File: src/intc_pkg.sv
// package for the interrupt flag, enable and priority bank
// assumes a 32-bit apb register bus and 32 interrupt sources
package intc_pkg;
	localparam int NUM_SRC = 32;
	localparam int SRC_W = 5;
	localparam int PRIO_W = 3;
	localparam int SUB_W = 2;
	localparam int SLOTS = 4;
	localparam int PRIO_WORDS = 8;
	// byte offsets of the registers
	localparam logic [7:0] OFF_RELOAD = 8'h00;
	localparam logic [7:0] OFF_PROX_CTRL = 8'h04;
	localparam logic [7:0] OFF_FLAG = 8'h08;
	localparam logic [7:0] OFF_ENABLE = 8'h0c;
	localparam logic [7:0] OFF_PRIO0 = 8'h10;
	localparam logic [7:0] OFF_PRIO_LAST = 8'h2c;
	localparam logic [7:0] OFF_SELECT = 8'h30;
	localparam logic [7:0] OFF_PROX_COUNT = 8'h34;
	localparam logic [7:0] OFF_EVT_STATUS = 8'h38;
	localparam logic [7:0] OFF_EVT_CLEAR = 8'h3c;
	localparam logic [7:0] OFF_EVT_ENABLE = 8'h40;
	// field layout of a priority-control word, per slot of 8 bits
	localparam int SLOT_STRIDE = 8;
	localparam int PRIO_POS = 2;
	localparam int SUB_POS = 0;
	// field layout of the selection status word
	localparam int SEL_SRC_POS = 0;
	localparam int SEL_PRIO_POS = 8;
	localparam int SEL_SUB_POS = 12;
	localparam int SEL_VALID_POS = 16;
	// event status bits
	localparam int EVT_REQ_POS = 0;
	localparam int EVT_PROX_POS = 1;
	localparam int EVT_W = 2;
	// values after reset
	localparam logic [31:0] RST_WORD = 32'h0000_0000;
	localparam logic [PRIO_W-1:0] RST_PRIO = 3'h0;
	localparam logic [SUB_W-1:0] RST_SUB = 2'h0;
	localparam logic [EVT_W-1:0] RST_EVT = 2'h0;
	localparam logic [PRIO_W-1:0] PRIO_OFF = 3'h0;
	typedef logic [PRIO_W-1:0] prio_t;
	typedef logic [SUB_W-1:0] sub_t;
endpackage : intc_pkg

File: src/interrupt_flag_enable_priority_bank.sv
// interrupt flag, enable and priority bank with proximity timer, on apb
// assumes sources pulse or hold srcReq synchronous to ref_clk,
// and the core samples the registered request outputs
//
// Summary of operation
// - reload value loads proximity timer on trigger
// - flag reads 1 after request, software writable
// - enable bit 1 permits, 0 blocks source
// - zero priority field disables the source
// - nonzero priority gives level 1 to 7
// - subpriority 0..3 orders equal priority sources
// - fourth slot: priority 28:26, subpriority 25:24
// - third slot: priority 20:18, subpriority 17:16
// - second slot priority sits at 12:10
// - bits 31:29, 23:21, 15:13 read zero
// - all implemented bits clear after reset
// - second sub 9:8, first 4:2 and 1:0
// - trigger level zero off, else at-or-below starts
//
// The register offsets and the APB interface to the registers were decided locally.
`timescale 1ns/10ps
module interrupt_flag_enable_priority_bank
(
	input wire logic ref_clk, // system clock, 125 MHz
	input wire logic resetn, // asynchronous reset, active low
	input wire logic psel, // apb select
	input wire logic penable, // apb access phase
	input wire logic pwrite, // apb direction, 1 = write
	input wire logic [7:0] paddr, // apb byte address
	input wire logic [31:0] pwdata, // apb write data
	output logic [31:0] prdata, // apb read data
	output logic pready, // apb ready
	output logic pslverr, // apb error on unmapped address
	input wire logic [intc_pkg::NUM_SRC-1:0] srcReq, // source requests
	output logic reqValid, // a request is presented to the core
	output logic [intc_pkg::SRC_W-1:0] reqSource, // presented source index
	output intc_pkg::prio_t reqPriority, // presented priority level
	output intc_pkg::sub_t reqSubpriority, // presented subpriority
	output logic proxRunning, // proximity timer is counting
	output logic irq // event interrupt, level
);
	import intc_pkg::*;

	logic [31:0] reloadValue;
	prio_t triggerLevel;
	logic [31:0] flag;
	logic [31:0] enable;
	prio_t prio [NUM_SRC];
	sub_t sub [NUM_SRC];
	logic [31:0] proxCount;
	logic [EVT_W-1:0] evtStatus;
	logic [EVT_W-1:0] evtEnable;
	logic [31:0] readMux;
	logic mapped;
	logic [2:0] prioWord;
	logic wrDone;
	logic [31:0] next_flag;
	logic [NUM_SRC-1:0] cand;
	logic [NUM_SRC-1:0] trigSrc;
	logic [NUM_SRC-1:0] held;
	logic proxTrigger;
	logic proxExpire;
	logic found;
	logic [SRC_W-1:0] winner;
	prio_t winPrio;
	sub_t winSub;
	logic [EVT_W-1:0] evtSet;

	////////////////////////////////////////////////////////////////////////
	// apb slave: one wait state so that prdata and pready come from flops

	// a write takes effect only on the completing edge
	// refused addresses are dropped, so an unaligned write never lands in a word
	assign wrDone = psel && penable && pready && pwrite && mapped;

	// word n of the priority bank holds sources 4n to 4n+3, counted from its base
	assign prioWord = 3'((paddr - OFF_PRIO0) >> 2);

	// address decode; anything outside the map answers with pslverr
	always_comb
	begin
		mapped = 1'b1;
		readMux = RST_WORD;
		if (paddr[1:0] != 2'b00)
		begin
			mapped = 1'b0;
		end
		else if (paddr >= OFF_PRIO0 && paddr <= OFF_PRIO_LAST)
		begin
			for (int k = 0; k < SLOTS; k++)
			begin
				// unimplemented gaps between slots stay zero
				readMux[k*SLOT_STRIDE+PRIO_POS +: PRIO_W] =
					prio[{prioWord, 2'(k)}];
				readMux[k*SLOT_STRIDE+SUB_POS +: SUB_W] =
					sub[{prioWord, 2'(k)}];
			end
		end
		else
		begin
			case (paddr)
				OFF_RELOAD: readMux = reloadValue;
				OFF_PROX_CTRL: readMux[PRIO_W-1:0] = triggerLevel;
				OFF_FLAG: readMux = flag;
				OFF_ENABLE: readMux = enable;
				OFF_SELECT:
				begin
					readMux[SEL_SRC_POS +: SRC_W] = reqSource;
					readMux[SEL_PRIO_POS +: PRIO_W] = reqPriority;
					readMux[SEL_SUB_POS +: SUB_W] = reqSubpriority;
					readMux[SEL_VALID_POS] = reqValid;
				end
				OFF_PROX_COUNT: readMux = proxCount;
				OFF_EVT_STATUS: readMux[EVT_W-1:0] = evtStatus;
				OFF_EVT_CLEAR: readMux = RST_WORD; // write-only, reads zero
				OFF_EVT_ENABLE: readMux[EVT_W-1:0] = evtEnable;
				default: mapped = 1'b0;
			endcase
		end
	end

	// pready rises one cycle into the access phase, drops after completion
	always_ff @(posedge ref_clk or negedge resetn)
	begin
		if (!resetn)
		begin
			pready <= 1'b0;
			pslverr <= 1'b0;
			prdata <= RST_WORD;
		end
		else
		begin
			pready <= psel && penable && !pready;
			pslverr <= psel && penable && !pready && !mapped;
			if (psel && penable && !pready && !pwrite)
			begin
				prdata <= mapped ? readMux : RST_WORD;
			end
		end
	end

	////////////////////////////////////////////////////////////////////////
	// control registers

	// reload value and proximity trigger level, cleared at reset
	always_ff @(posedge ref_clk or negedge resetn)
	begin
		if (!resetn)
		begin
			reloadValue <= RST_WORD;
			triggerLevel <= PRIO_OFF;
		end
		else if (wrDone && paddr == OFF_RELOAD)
		begin
			reloadValue <= pwdata;
		end
		else if (wrDone && paddr == OFF_PROX_CTRL)
		begin
			triggerLevel <= pwdata[PRIO_W-1:0];
		end
	end

	// enable bits are plain read/write
	always_ff @(posedge ref_clk or negedge resetn)
	begin
		if (!resetn)
		begin
			enable <= RST_WORD;
		end
		else if (wrDone && paddr == OFF_ENABLE)
		begin
			enable <= pwdata;
		end
	end

	// priority fields: one write updates the four slots of its word
	always_ff @(posedge ref_clk or negedge resetn)
	begin
		if (!resetn)
		begin
			for (int i = 0; i < NUM_SRC; i++)
			begin
				prio[i] <= RST_PRIO;
				sub[i] <= RST_SUB;
			end
		end
		else if (wrDone && paddr >= OFF_PRIO0 && paddr <= OFF_PRIO_LAST)
		begin
			for (int k = 0; k < SLOTS; k++)
			begin
				prio[{prioWord, 2'(k)}] <=
					pwdata[k*SLOT_STRIDE+PRIO_POS +: PRIO_W];
				sub[{prioWord, 2'(k)}] <=
					pwdata[k*SLOT_STRIDE+SUB_POS +: SUB_W];
			end
		end
	end

	////////////////////////////////////////////////////////////////////////
	// request flags: a source request in the same cycle as a software
	// write of zero still sets the flag, so no request is lost
	always_comb
	begin
		next_flag = flag;
		if (wrDone && paddr == OFF_FLAG)
		begin
			next_flag = pwdata;
		end
		next_flag = next_flag | srcReq;
	end

	always_ff @(posedge ref_clk or negedge resetn)
	begin
		if (!resetn)
		begin
			flag <= RST_WORD;
		end
		else
		begin
			flag <= next_flag;
		end
	end

	////////////////////////////////////////////////////////////////////////
	// proximity timer: a new request at or below the trigger level
	// reloads the count; while it runs, such requests are held back so
	// that bursts of low priority events coalesce into one presentation

	always_comb
	begin
		for (int i = 0; i < NUM_SRC; i++)
		begin
			trigSrc[i] = srcReq[i] && !flag[i] && enable[i] && prio[i] != PRIO_OFF &&
				triggerLevel != PRIO_OFF && prio[i] <= triggerLevel;
			held[i] = proxCount != RST_WORD && prio[i] <= triggerLevel;
			// presentable only when flagged, enabled and not disabled by
			// a zero priority field
			cand[i] = flag[i] && enable[i] && prio[i] != PRIO_OFF &&
				!held[i];
		end
	end

	assign proxTrigger = |trigSrc;
	assign proxExpire = proxCount == 32'h0000_0001 && !proxTrigger;

	// a retrigger while counting restarts from the reload value
	always_ff @(posedge ref_clk or negedge resetn)
	begin
		if (!resetn)
		begin
			proxCount <= RST_WORD;
			proxRunning <= 1'b0;
		end
		else
		begin
			if (proxTrigger)
			begin
				proxCount <= reloadValue;
				proxRunning <= reloadValue != RST_WORD;
			end
			else if (proxCount != RST_WORD)
			begin
				proxCount <= proxCount - 32'h0000_0001;
				proxRunning <= proxCount != 32'h0000_0001;
			end
			else
			begin
				proxRunning <= 1'b0;
			end
		end
	end

	////////////////////////////////////////////////////////////////////////
	// selection of the request presented to the core

	prio_select u_select
	(
		.cand(cand),
		.prio(prio),
		.sub(sub),
		.found(found),
		.winner(winner),
		.winPrio(winPrio),
		.winSub(winSub)
	);

	// registered so the core sees clean, glitch-free request outputs
	always_ff @(posedge ref_clk or negedge resetn)
	begin
		if (!resetn)
		begin
			reqValid <= 1'b0;
			reqSource <= '0;
			reqPriority <= PRIO_OFF;
			reqSubpriority <= RST_SUB;
		end
		else
		begin
			reqValid <= found;
			reqSource <= found ? winner : '0;
			reqPriority <= found ? winPrio : PRIO_OFF;
			reqSubpriority <= found ? winSub : RST_SUB;
		end
	end

	////////////////////////////////////////////////////////////////////////
	// event status: sticky bits, write-one-to-clear via the clear register,
	// a set in the same cycle as its clear wins

	assign evtSet[EVT_REQ_POS] = found && !reqValid;
	assign evtSet[EVT_PROX_POS] = proxExpire;

	always_ff @(posedge ref_clk or negedge resetn)
	begin
		if (!resetn)
		begin
			evtStatus <= RST_EVT;
			evtEnable <= RST_EVT;
		end
		else
		begin
			if (wrDone && paddr == OFF_EVT_CLEAR)
			begin
				evtStatus <= (evtStatus & ~pwdata[EVT_W-1:0]) | evtSet;
			end
			else
			begin
				evtStatus <= evtStatus | evtSet;
			end
			if (wrDone && paddr == OFF_EVT_ENABLE)
			begin
				evtEnable <= pwdata[EVT_W-1:0];
			end
		end
	end

	// interrupt line follows the gated status one cycle later
	always_ff @(posedge ref_clk or negedge resetn)
	begin
		if (!resetn)
		begin
			irq <= 1'b0;
		end
		else
		begin
			irq <= |(evtStatus & evtEnable);
		end
	end
endmodule : interrupt_flag_enable_priority_bank

File: src/prio_select.sv
// priority resolver: picks one pending source among all candidates
// assumes candidates are already gated by flag, enable and nonzero priority
`timescale 1ns/10ps
module prio_select
(
	input wire logic [intc_pkg::NUM_SRC-1:0] cand, // pending, presentable sources
	input wire intc_pkg::prio_t prio [intc_pkg::NUM_SRC], // priority per source
	input wire intc_pkg::sub_t sub [intc_pkg::NUM_SRC], // subpriority per source
	output logic found, // some candidate exists
	output logic [intc_pkg::SRC_W-1:0] winner, // index of the chosen source
	output intc_pkg::prio_t winPrio, // its priority
	output intc_pkg::sub_t winSub // its subpriority
);
	import intc_pkg::*;

	////////////////////////////////////////////////////////////////////////
	// linear scan: strict comparison keeps the lower index on a full tie,
	// a long chain but only 32 deep, fine at 125 MHz with a register after it
	always_comb
	begin
		found = 1'b0;
		winner = '0;
		winPrio = PRIO_OFF;
		winSub = RST_SUB;
		for (int i = 0; i < NUM_SRC; i++)
		begin
			if (cand[i] && (!found || prio[i] > winPrio ||
				(prio[i] == winPrio && sub[i] > winSub)))
			begin
				found = 1'b1;
				winner = SRC_W'(i);
				winPrio = prio[i];
				winSub = sub[i];
			end
		end
	end
endmodule : prio_select

File: config.mk
export PLATFORM = sky130hd
export DESIGN_NAME = interrupt_flag_enable_priority_bank
export DESIGN_NICKNAME = d
export VERILOG_FILES = /design/src/intc_pkg.sv /design/src/interrupt_flag_enable_priority_bank.sv /design/src/prio_select.sv
export SDC_FILE = /design/constraint.sdc
export NUM_CORES = 1
export LEC_CHECK = 0
export BUFFER_PORTS_ARGS = -buffer_cell sky130_fd_sc_hd__buf_2
export CAP_MARGIN = 20
export CORE_UTILIZATION = 57
export CTS_CLUSTER_SIZE = 24
export DETAILED_ROUTE_END_ITERATION = 7
export PLACE_DENSITY = 0.72
export SLEW_MARGIN = 20
export SYNTH_ARGS = -nofsm -noshare
export SYNTH_HDL_FRONTEND = slang
export SYNTH_HIERARCHICAL = 1
export SYNTH_SLANG_ARGS = --single-unit
File: constraint.sdc
create_clock -name ref_clk -period 88 [get_ports ref_clk]
set_clock_uncertainty 0.2 [all_clocks]
set_input_delay 17.6 -clock ref_clk [delete_from_list [all_inputs] [get_ports ref_clk]]
set_output_delay 17.6 -clock ref_clk [all_outputs]
set_load 0.005 [all_outputs]
==> results of run 1 <==
==> flip-flops by register name, indices dropped and copies added (netlist names), 5 cells and up <==
| name | flops |
|---|---|
| flag | 32 |
| enable | 32 |
| reloadValue | 32 |
| sub | 64 |
| prio | 96 |
| reqSource | 5 |
| proxCount | 32 |
| prdata | 32 |
==> cells by family (layout without fill, tap and decap cells) <==
group                    after synthesis  count (layout)  share of synthesized area, %
AO/OA/AOI/OAI                        756             756                         19.69
XOR/XNOR                              27              27                        0.8627
adder cells (fa/ha/maj)              234             234                         10.65
buffers and inverters                341             443                         5.012
flip-flops                           342             342                         31.22
multiplexers                         423             423                         18.83
AND/OR/NAND/NOR                      714             714                         13.74
==> worst paths after layout <==
check	endpoint	slack, ns	depth (start not counted)	startpoint
hold reg to reg	prdata[13]	0.27	1	prdata[13]
setup reg to reg	reqSource[4]	28.95	254	proxCount[6]
hold / removal	prdata[13]	0.27	1	prdata[13]
max in group asynchronous	prio[18]	69.19	2	resetn
min in group asynchronous	proxRunning	16.89	1	resetn
setup / recovery	reqSource[4]	28.95	254	proxCount[6]
==> report_power, final <==
part	internal [mW]	total [mW]	leakage, nW	switching [mW]
clock	0.102	0.170	0.646	0.0689
combinational	0.00585	0.0202	9.06	0.0144
sequential	0.158	0.158	4.60	0.000543
==> layout make-up <==
class,count,share of cell area (%)
inverter,220,2.767
timing repair buffer,153,2.926
clock inverter,15,0.6498
sequential,342,28.68
clock buffer,55,3.782
multi-input combinational,2154,58.65
tap,607,2.545
==> stage by stage <==
stage               instances  area, sq um  util, %  hold slack, ns
finish                   3546        29840    63.56          0.2712
global route             3546        29840    63.56          0.2894
CTS                      3545        29810    63.49          0.2740
detailed placement       3475        28490    60.68          0.2602
global placement         3475        28490    60.68          0.2583
floorplan                2837        27410        -          0.2689
==> routing by layer <==
| layer | wire, um | track usage, % | up-vias |
|---|---|---|---|
| met4 | 5583 | 20.14 | 0 |
| met1 | 39770 | 53.14 | 12290 |
| met2 | 42900 | 60.39 | 1513 |
| met5 | 0 | 0 | - |
| met3 | 10450 | 9.454 | 301 |
| li1 | - | - | 10820 |
==> cells in the final DEF (no fill, tap or decap), types with 23 or more instances in the layout <==
| master | instances |
|---|---|
| nor2b_1 | 62 |
| a211o_1 | 40 |
| dfrtp_1 | 342 |
| mux2_2 | 289 |
| mux2_1 | 23 |
| buf_2 | 121 |
| nand3_1 | 60 |
| buf_4 | 29 |
| clkbuf_16 | 41 |
| nor3_1 | 36 |
| inv_1 | 220 |
| ha_1 | 231 |
| nand2b_1 | 31 |
| and2_1 | 35 |
| nor4b_1 | 31 |
| a31oi_1 | 23 |
| a221oi_1 | 24 |
| o21a_1 | 55 |
| a211oi_1 | 45 |
| nor2_1 | 155 |
| mux4_2 | 40 |
| mux2i_1 | 64 |
| a21oi_1 | 112 |
| a22oi_1 | 46 |
| o31ai_1 | 45 |
| nand2_1 | 170 |
| o21ai_0 | 134 |
| a22o_1 | 32 |
==> worst max-delay path: cells and delay by family (launching register included) <==
family	cells	cell delay, ns
flip-flops	1	0.41
AO/OA/AOI/OAI	116	27.18
buffers and inverters	14	1.34
AND/OR/NAND/NOR	72	14.38
adder cells (fa/ha/maj)	33	9.16
multiplexers	19	6.29
==> results_dict.tcl, run 1 <==
set metrics [dict create \
    status "finished clean" \
    die_h_um 221.3 \
    clkSinkCount 342 \
    track_usage_pct 39.84 \
    period_needed_ns 59.05 \
    drv_cap 0 \
    ant_nets 0 \
    crit_path_max_incr_delay_ns 0.73 \
    yosysMostFrequentCell "dfrtp_1" \
    synth.distinct_cells 106 \
    synth-seq-area-share_pct 31.22 \
    port_buffers 123 \
    antenna_found_initial 0 \
    grt_max_degree 160 \
    startpoint_type "flip-flop" \
    synth_area_leaders "dfrtp_1, mux2_2, ha_1" \
    clock_path_buffers 3 \
    start_util_pct 58.38 \
    finalPower_uw 348.8 \
    multi_input_area_sq_mm 0.01750 \
    worstSkewPairLatency_ns 0.57 \
    drive_gt1_share_pct 21.16 \
    dp_slack_ns 29.82 \
    cp_common_cell "ha_1" \
    rsz0062_at_grt "false" \
    setup_ws_ns 28.95 \
    post-route-period-util_pct 67.10 \
    synth_top_area_share_pct 31.22 \
    vias_per_cell 7.029 \
    worstPathMaxFanout 14 \
    cts_setup_buffers 0 \
    worst_slew_pin_slew_ns 1.231 \
    drc 0 \
    fmax_mhz 16.93 \
    finalSetupViolCount 0 \
    grt_overflow 0 \
    relSlewSlack_pct 16.81 \
    cts_tree "yes" \
    root_buffer "clkbuf_16" \
    hold_viol 0 \
    tns_ns 0 \
    cp-end-kind "flip-flop" \
    clkTransAtPathRegs_ns 0.06 \
    wl_mm 98.71 \
    criticalPathCategory "reg2reg" \
    synth_edf_count 0 \
    drv_slew 0 \
    die-area_sq_mm 0.04897 \
    cts.repair.resized 0 \
    grt_pass1_vias 23850 \
    seqCellArea_sq_mm 0.008558 \
    syn_nets 3145 \
    dpl.hpwl_mm 74.35 \
    holdBufCountCts 0 \
    hold_path_class "reg2reg" \
    antenna_cells 0 \
    max-vdd-ir-drop_mv 0.01234 \
    core-area_sq_mm 0.04695 \
    worstPathRequired_ns 88.25 \
    synth_cells 2837 \
    rows 79 \
    synth_area_sq_mm 0.02741 \
    fillers 3871 \
    drtIter0Drc 3158 \
    worst_ep_arrival_time_ns 59.30 \
    ys.flop_type "dfrtp_1" \
    netlist_top_cells_count "dfrtp_1, mux2_2, ha_1" \
    wire_per_inst_um 27.84 \
    place.gp.congestion 0.9981 \
    io-pin-count 124 \
    slowest_stage "a211oi_2" \
    grt_pass1_wl_mm 148.0 \
    fin_nets 3218 \
    power_density_mw_per_mm2 11.69 \
    die_x_um 221.3 \
    firstDrtPassIters 7 \
    area_delta_synth_final_pct 8.878 \
    ys_seq_elements 342 \
    cts_buffers 39 \
    async_flop_share_pct 100.0 \
    ys_warn_count 6 \
    via_count 24930 \
    p_leak_nw 14.30 \
    synth_top_cell_by_area "dfrtp_1" \
    cts-htree-levels 2 \
    avgSynthCellArea_sq_um 9.662 \
]
Power figures use the tool's default switching activity.
==> inputs of run 2 (changes only) <==
--- a/config.mk
+++ b/config.mk
@@ -10,7 +10,7 @@
 export CORE_UTILIZATION = 57
 export CTS_CLUSTER_SIZE = 24
 export DETAILED_ROUTE_END_ITERATION = 7
-export PLACE_DENSITY = 0.72
+export PLACE_DENSITY = 0.75
 export SLEW_MARGIN = 20
 export SYNTH_ARGS = -nofsm -noshare
 export SYNTH_HDL_FRONTEND = slang
==> constraint.sdc (replaced) <==
create_clock -name ref_clk -period 53.3 [get_ports ref_clk]
set_clock_uncertainty 0.2 [all_clocks]
set_input_delay 10.66 -clock ref_clk [delete_from_list [all_inputs] [get_ports ref_clk]]
set_output_delay 10.66 -clock ref_clk [all_outputs]
set_load 0.005 [all_outputs]
==> results_dict.tcl, run 2 (synthesized netlist as in run 1, its figures left out) <==
set metrics [dict create \
    status "finished clean" \
    rows 79 \
    startpoint_type "flip-flop" \
    p_leak_nw 14.70 \
    wire_per_inst_um 27.96 \
    drive_gt1_share_pct 26.23 \
    cts-htree-levels 2 \
    core-area_sq_mm 0.04695 \
    fin_nets 3290 \
    period_needed_ns 51.47 \
    cts_buffers 38 \
    stdcell_count 3616 \
    relSlewSlack_pct 11.79 \
    cp-end-kind "flip-flop" \
    crit_path_max_incr_delay_ns 0.59 \
    wl_met1_mm 38.72 \
    area_delta_synth_final_pct 13.03 \
    worstSkewPairLatency_ns 0.57 \
    clkTransAtPathRegs_ns 0.06 \
    io-pin-count 124 \
    crit_family "compound AO/OA/AOI/OAI gates" \
    worstPathRequired_ns 53.54 \
    clock_path_buffers 3 \
    dpl_cell_area_sq_mm 0.02856 \
    worst_ep_arrival_time_ns 51.72 \
    finalSetupViolCount 0 \
    routed.top_layer "met5" \
    die-area_sq_mm 0.04897 \
    critical_path_buf_inv_count 27 \
    root_buffer "clkbuf_16" \
    dpl.hpwl_mm 73.92 \
    max-vdd-ir-drop_mv 0.01713 \
    clkSinkCount 342 \
    power_density_mw_per_mm2 18.22 \
    wl_mm 101.1 \
    antenna_found_initial 3 \
    hold_viol 0 \
    drv_cap 0 \
    die_x_um 221.3 \
    track_usage_pct 39.77 \
    grt_pass1_vias 24260 \
    most-common-layout-cells "dfrtp_1, mux2_2, ha_1" \
    vias_per_cell 7.104 \
    route.met2.wl_mm 44.92 \
    final_common_cell "dfrtp_1" \
    grt_overflow 0 \
    grt_pass1_wl_mm 148.1 \
    dp.cells 3484 \
    regMostFlops "prio" \
    drtIter0Drc 3128 \
    criticalPathCategory "reg2reg" \
    drv_slew 0 \
    hold_path_class "reg2reg" \
    start_util_pct 58.38 \
    cts_tree "yes" \
    largest_register_ffs 96 \
    cp_common_cell "ha_1" \
    firstDrtPassIters 6 \
    fmax_mhz 19.43 \
    place.gp.congestion 0.9891 \
    post-route-period-util_pct 96.57 \
    drc 0 \
    top_regs "prio x96, sub x64" \
    via_count 25690 \
    die_h_um 221.3 \
    slowest_stage "or4_4" \
    design_area_sq_mm 0.03098 \
    ant_nets 0 \
    grt_max_degree 172 \
    worstPathMaxFanout 13 \
    worst_slew_pin_slew_ns 1.315 \
    port_buffers 123 \
    met3WireLength_mm 11.55 \
]
[run 2: path summary, 6_finish.rpt]
path	cells after the start	slack (ns)	to	startpoint
max	262	1.83	reqSource[4]	proxCount[7]
min	1	0.28	prdata[13]	prdata[13]
max reg2reg	262	1.83	reqSource[4]	proxCount[7]
min reg2reg	1	0.28	prdata[13]	prdata[13]
max in group asynchronous	3	40.60	prio[9]	resetn
min in group asynchronous	1	9.91	prdata[21]	resetn
[run 2: final cells by class]
class,count,area [sq um]
Clock buffer,54,1125
Tap cell,607,759.5
Multi-Input combinational cell,2158,18210
Timing Repair Buffer,222,1384
Sequential cell,342,8558
Clock inverter,12,117.6
Antenna cell,1,2.502
Inverter,220,825.8
Fill cell,3678,15970
[run 2: worst register-to-register path: cells and delay by family, from the launching register on]
| family | cells | cell delay (ns) |
|---|---|---|
| muxes | 21 | 6.13 |
| and+or+nand+nor | 71 | 12.08 |
| DFF | 1 | 0.41 |
| buffers and inverters | 27 | 3.32 |
| adders and majority gates | 32 | 9.12 |
| AOI/OAI and AO/OA | 111 | 20.04 |
[run 2: power by group]
part	internal [mW]	switching (mW)
Sequential	0.260	0.000903
Combinational	0.00989	0.0242
Clock	0.157	0.113
Total	0.426	0.138
[run 2: repair_timing]
item | in CTS | in global routing
endpoints found under the setup margin | 10 | 10
cloned | 1 | 3
resized for setup | 26 | 133
hold buffers | 0 | 0
buffers inserted | 9 | 52
pin swaps | 3 | 54
[run 2: layer usage]
layer	global-route usage, %	vias up
li1	-	10970
met1	51.73	12600
met2	61.92	1738
met3	9.441	374
met4	20.03	2
met5	0	-
[run 2: metrics by stage]
step / worst slack, ns / setup TNS [ns] / hold WS, ns / power, mW / utilization [%]
after floorplan: 2.228 / 0 / 0.2689 / 0.2801 / -
after global placement: -0.1138 / -0.1733 / 0.2575 / 0.2973 / 60.81
after detailed placement: -2.811 / -24.20 / 0.2641 / 0.2979 / 60.82
after CTS: 0.03984 / 0 / 0.2769 / 0.5612 / 63.82
after global routing: -0.4019 / -1.232 / 0.2884 / 0.5756 / 65.99
final: 1.828 / 0 / 0.2773 / 0.5643 / 65.99
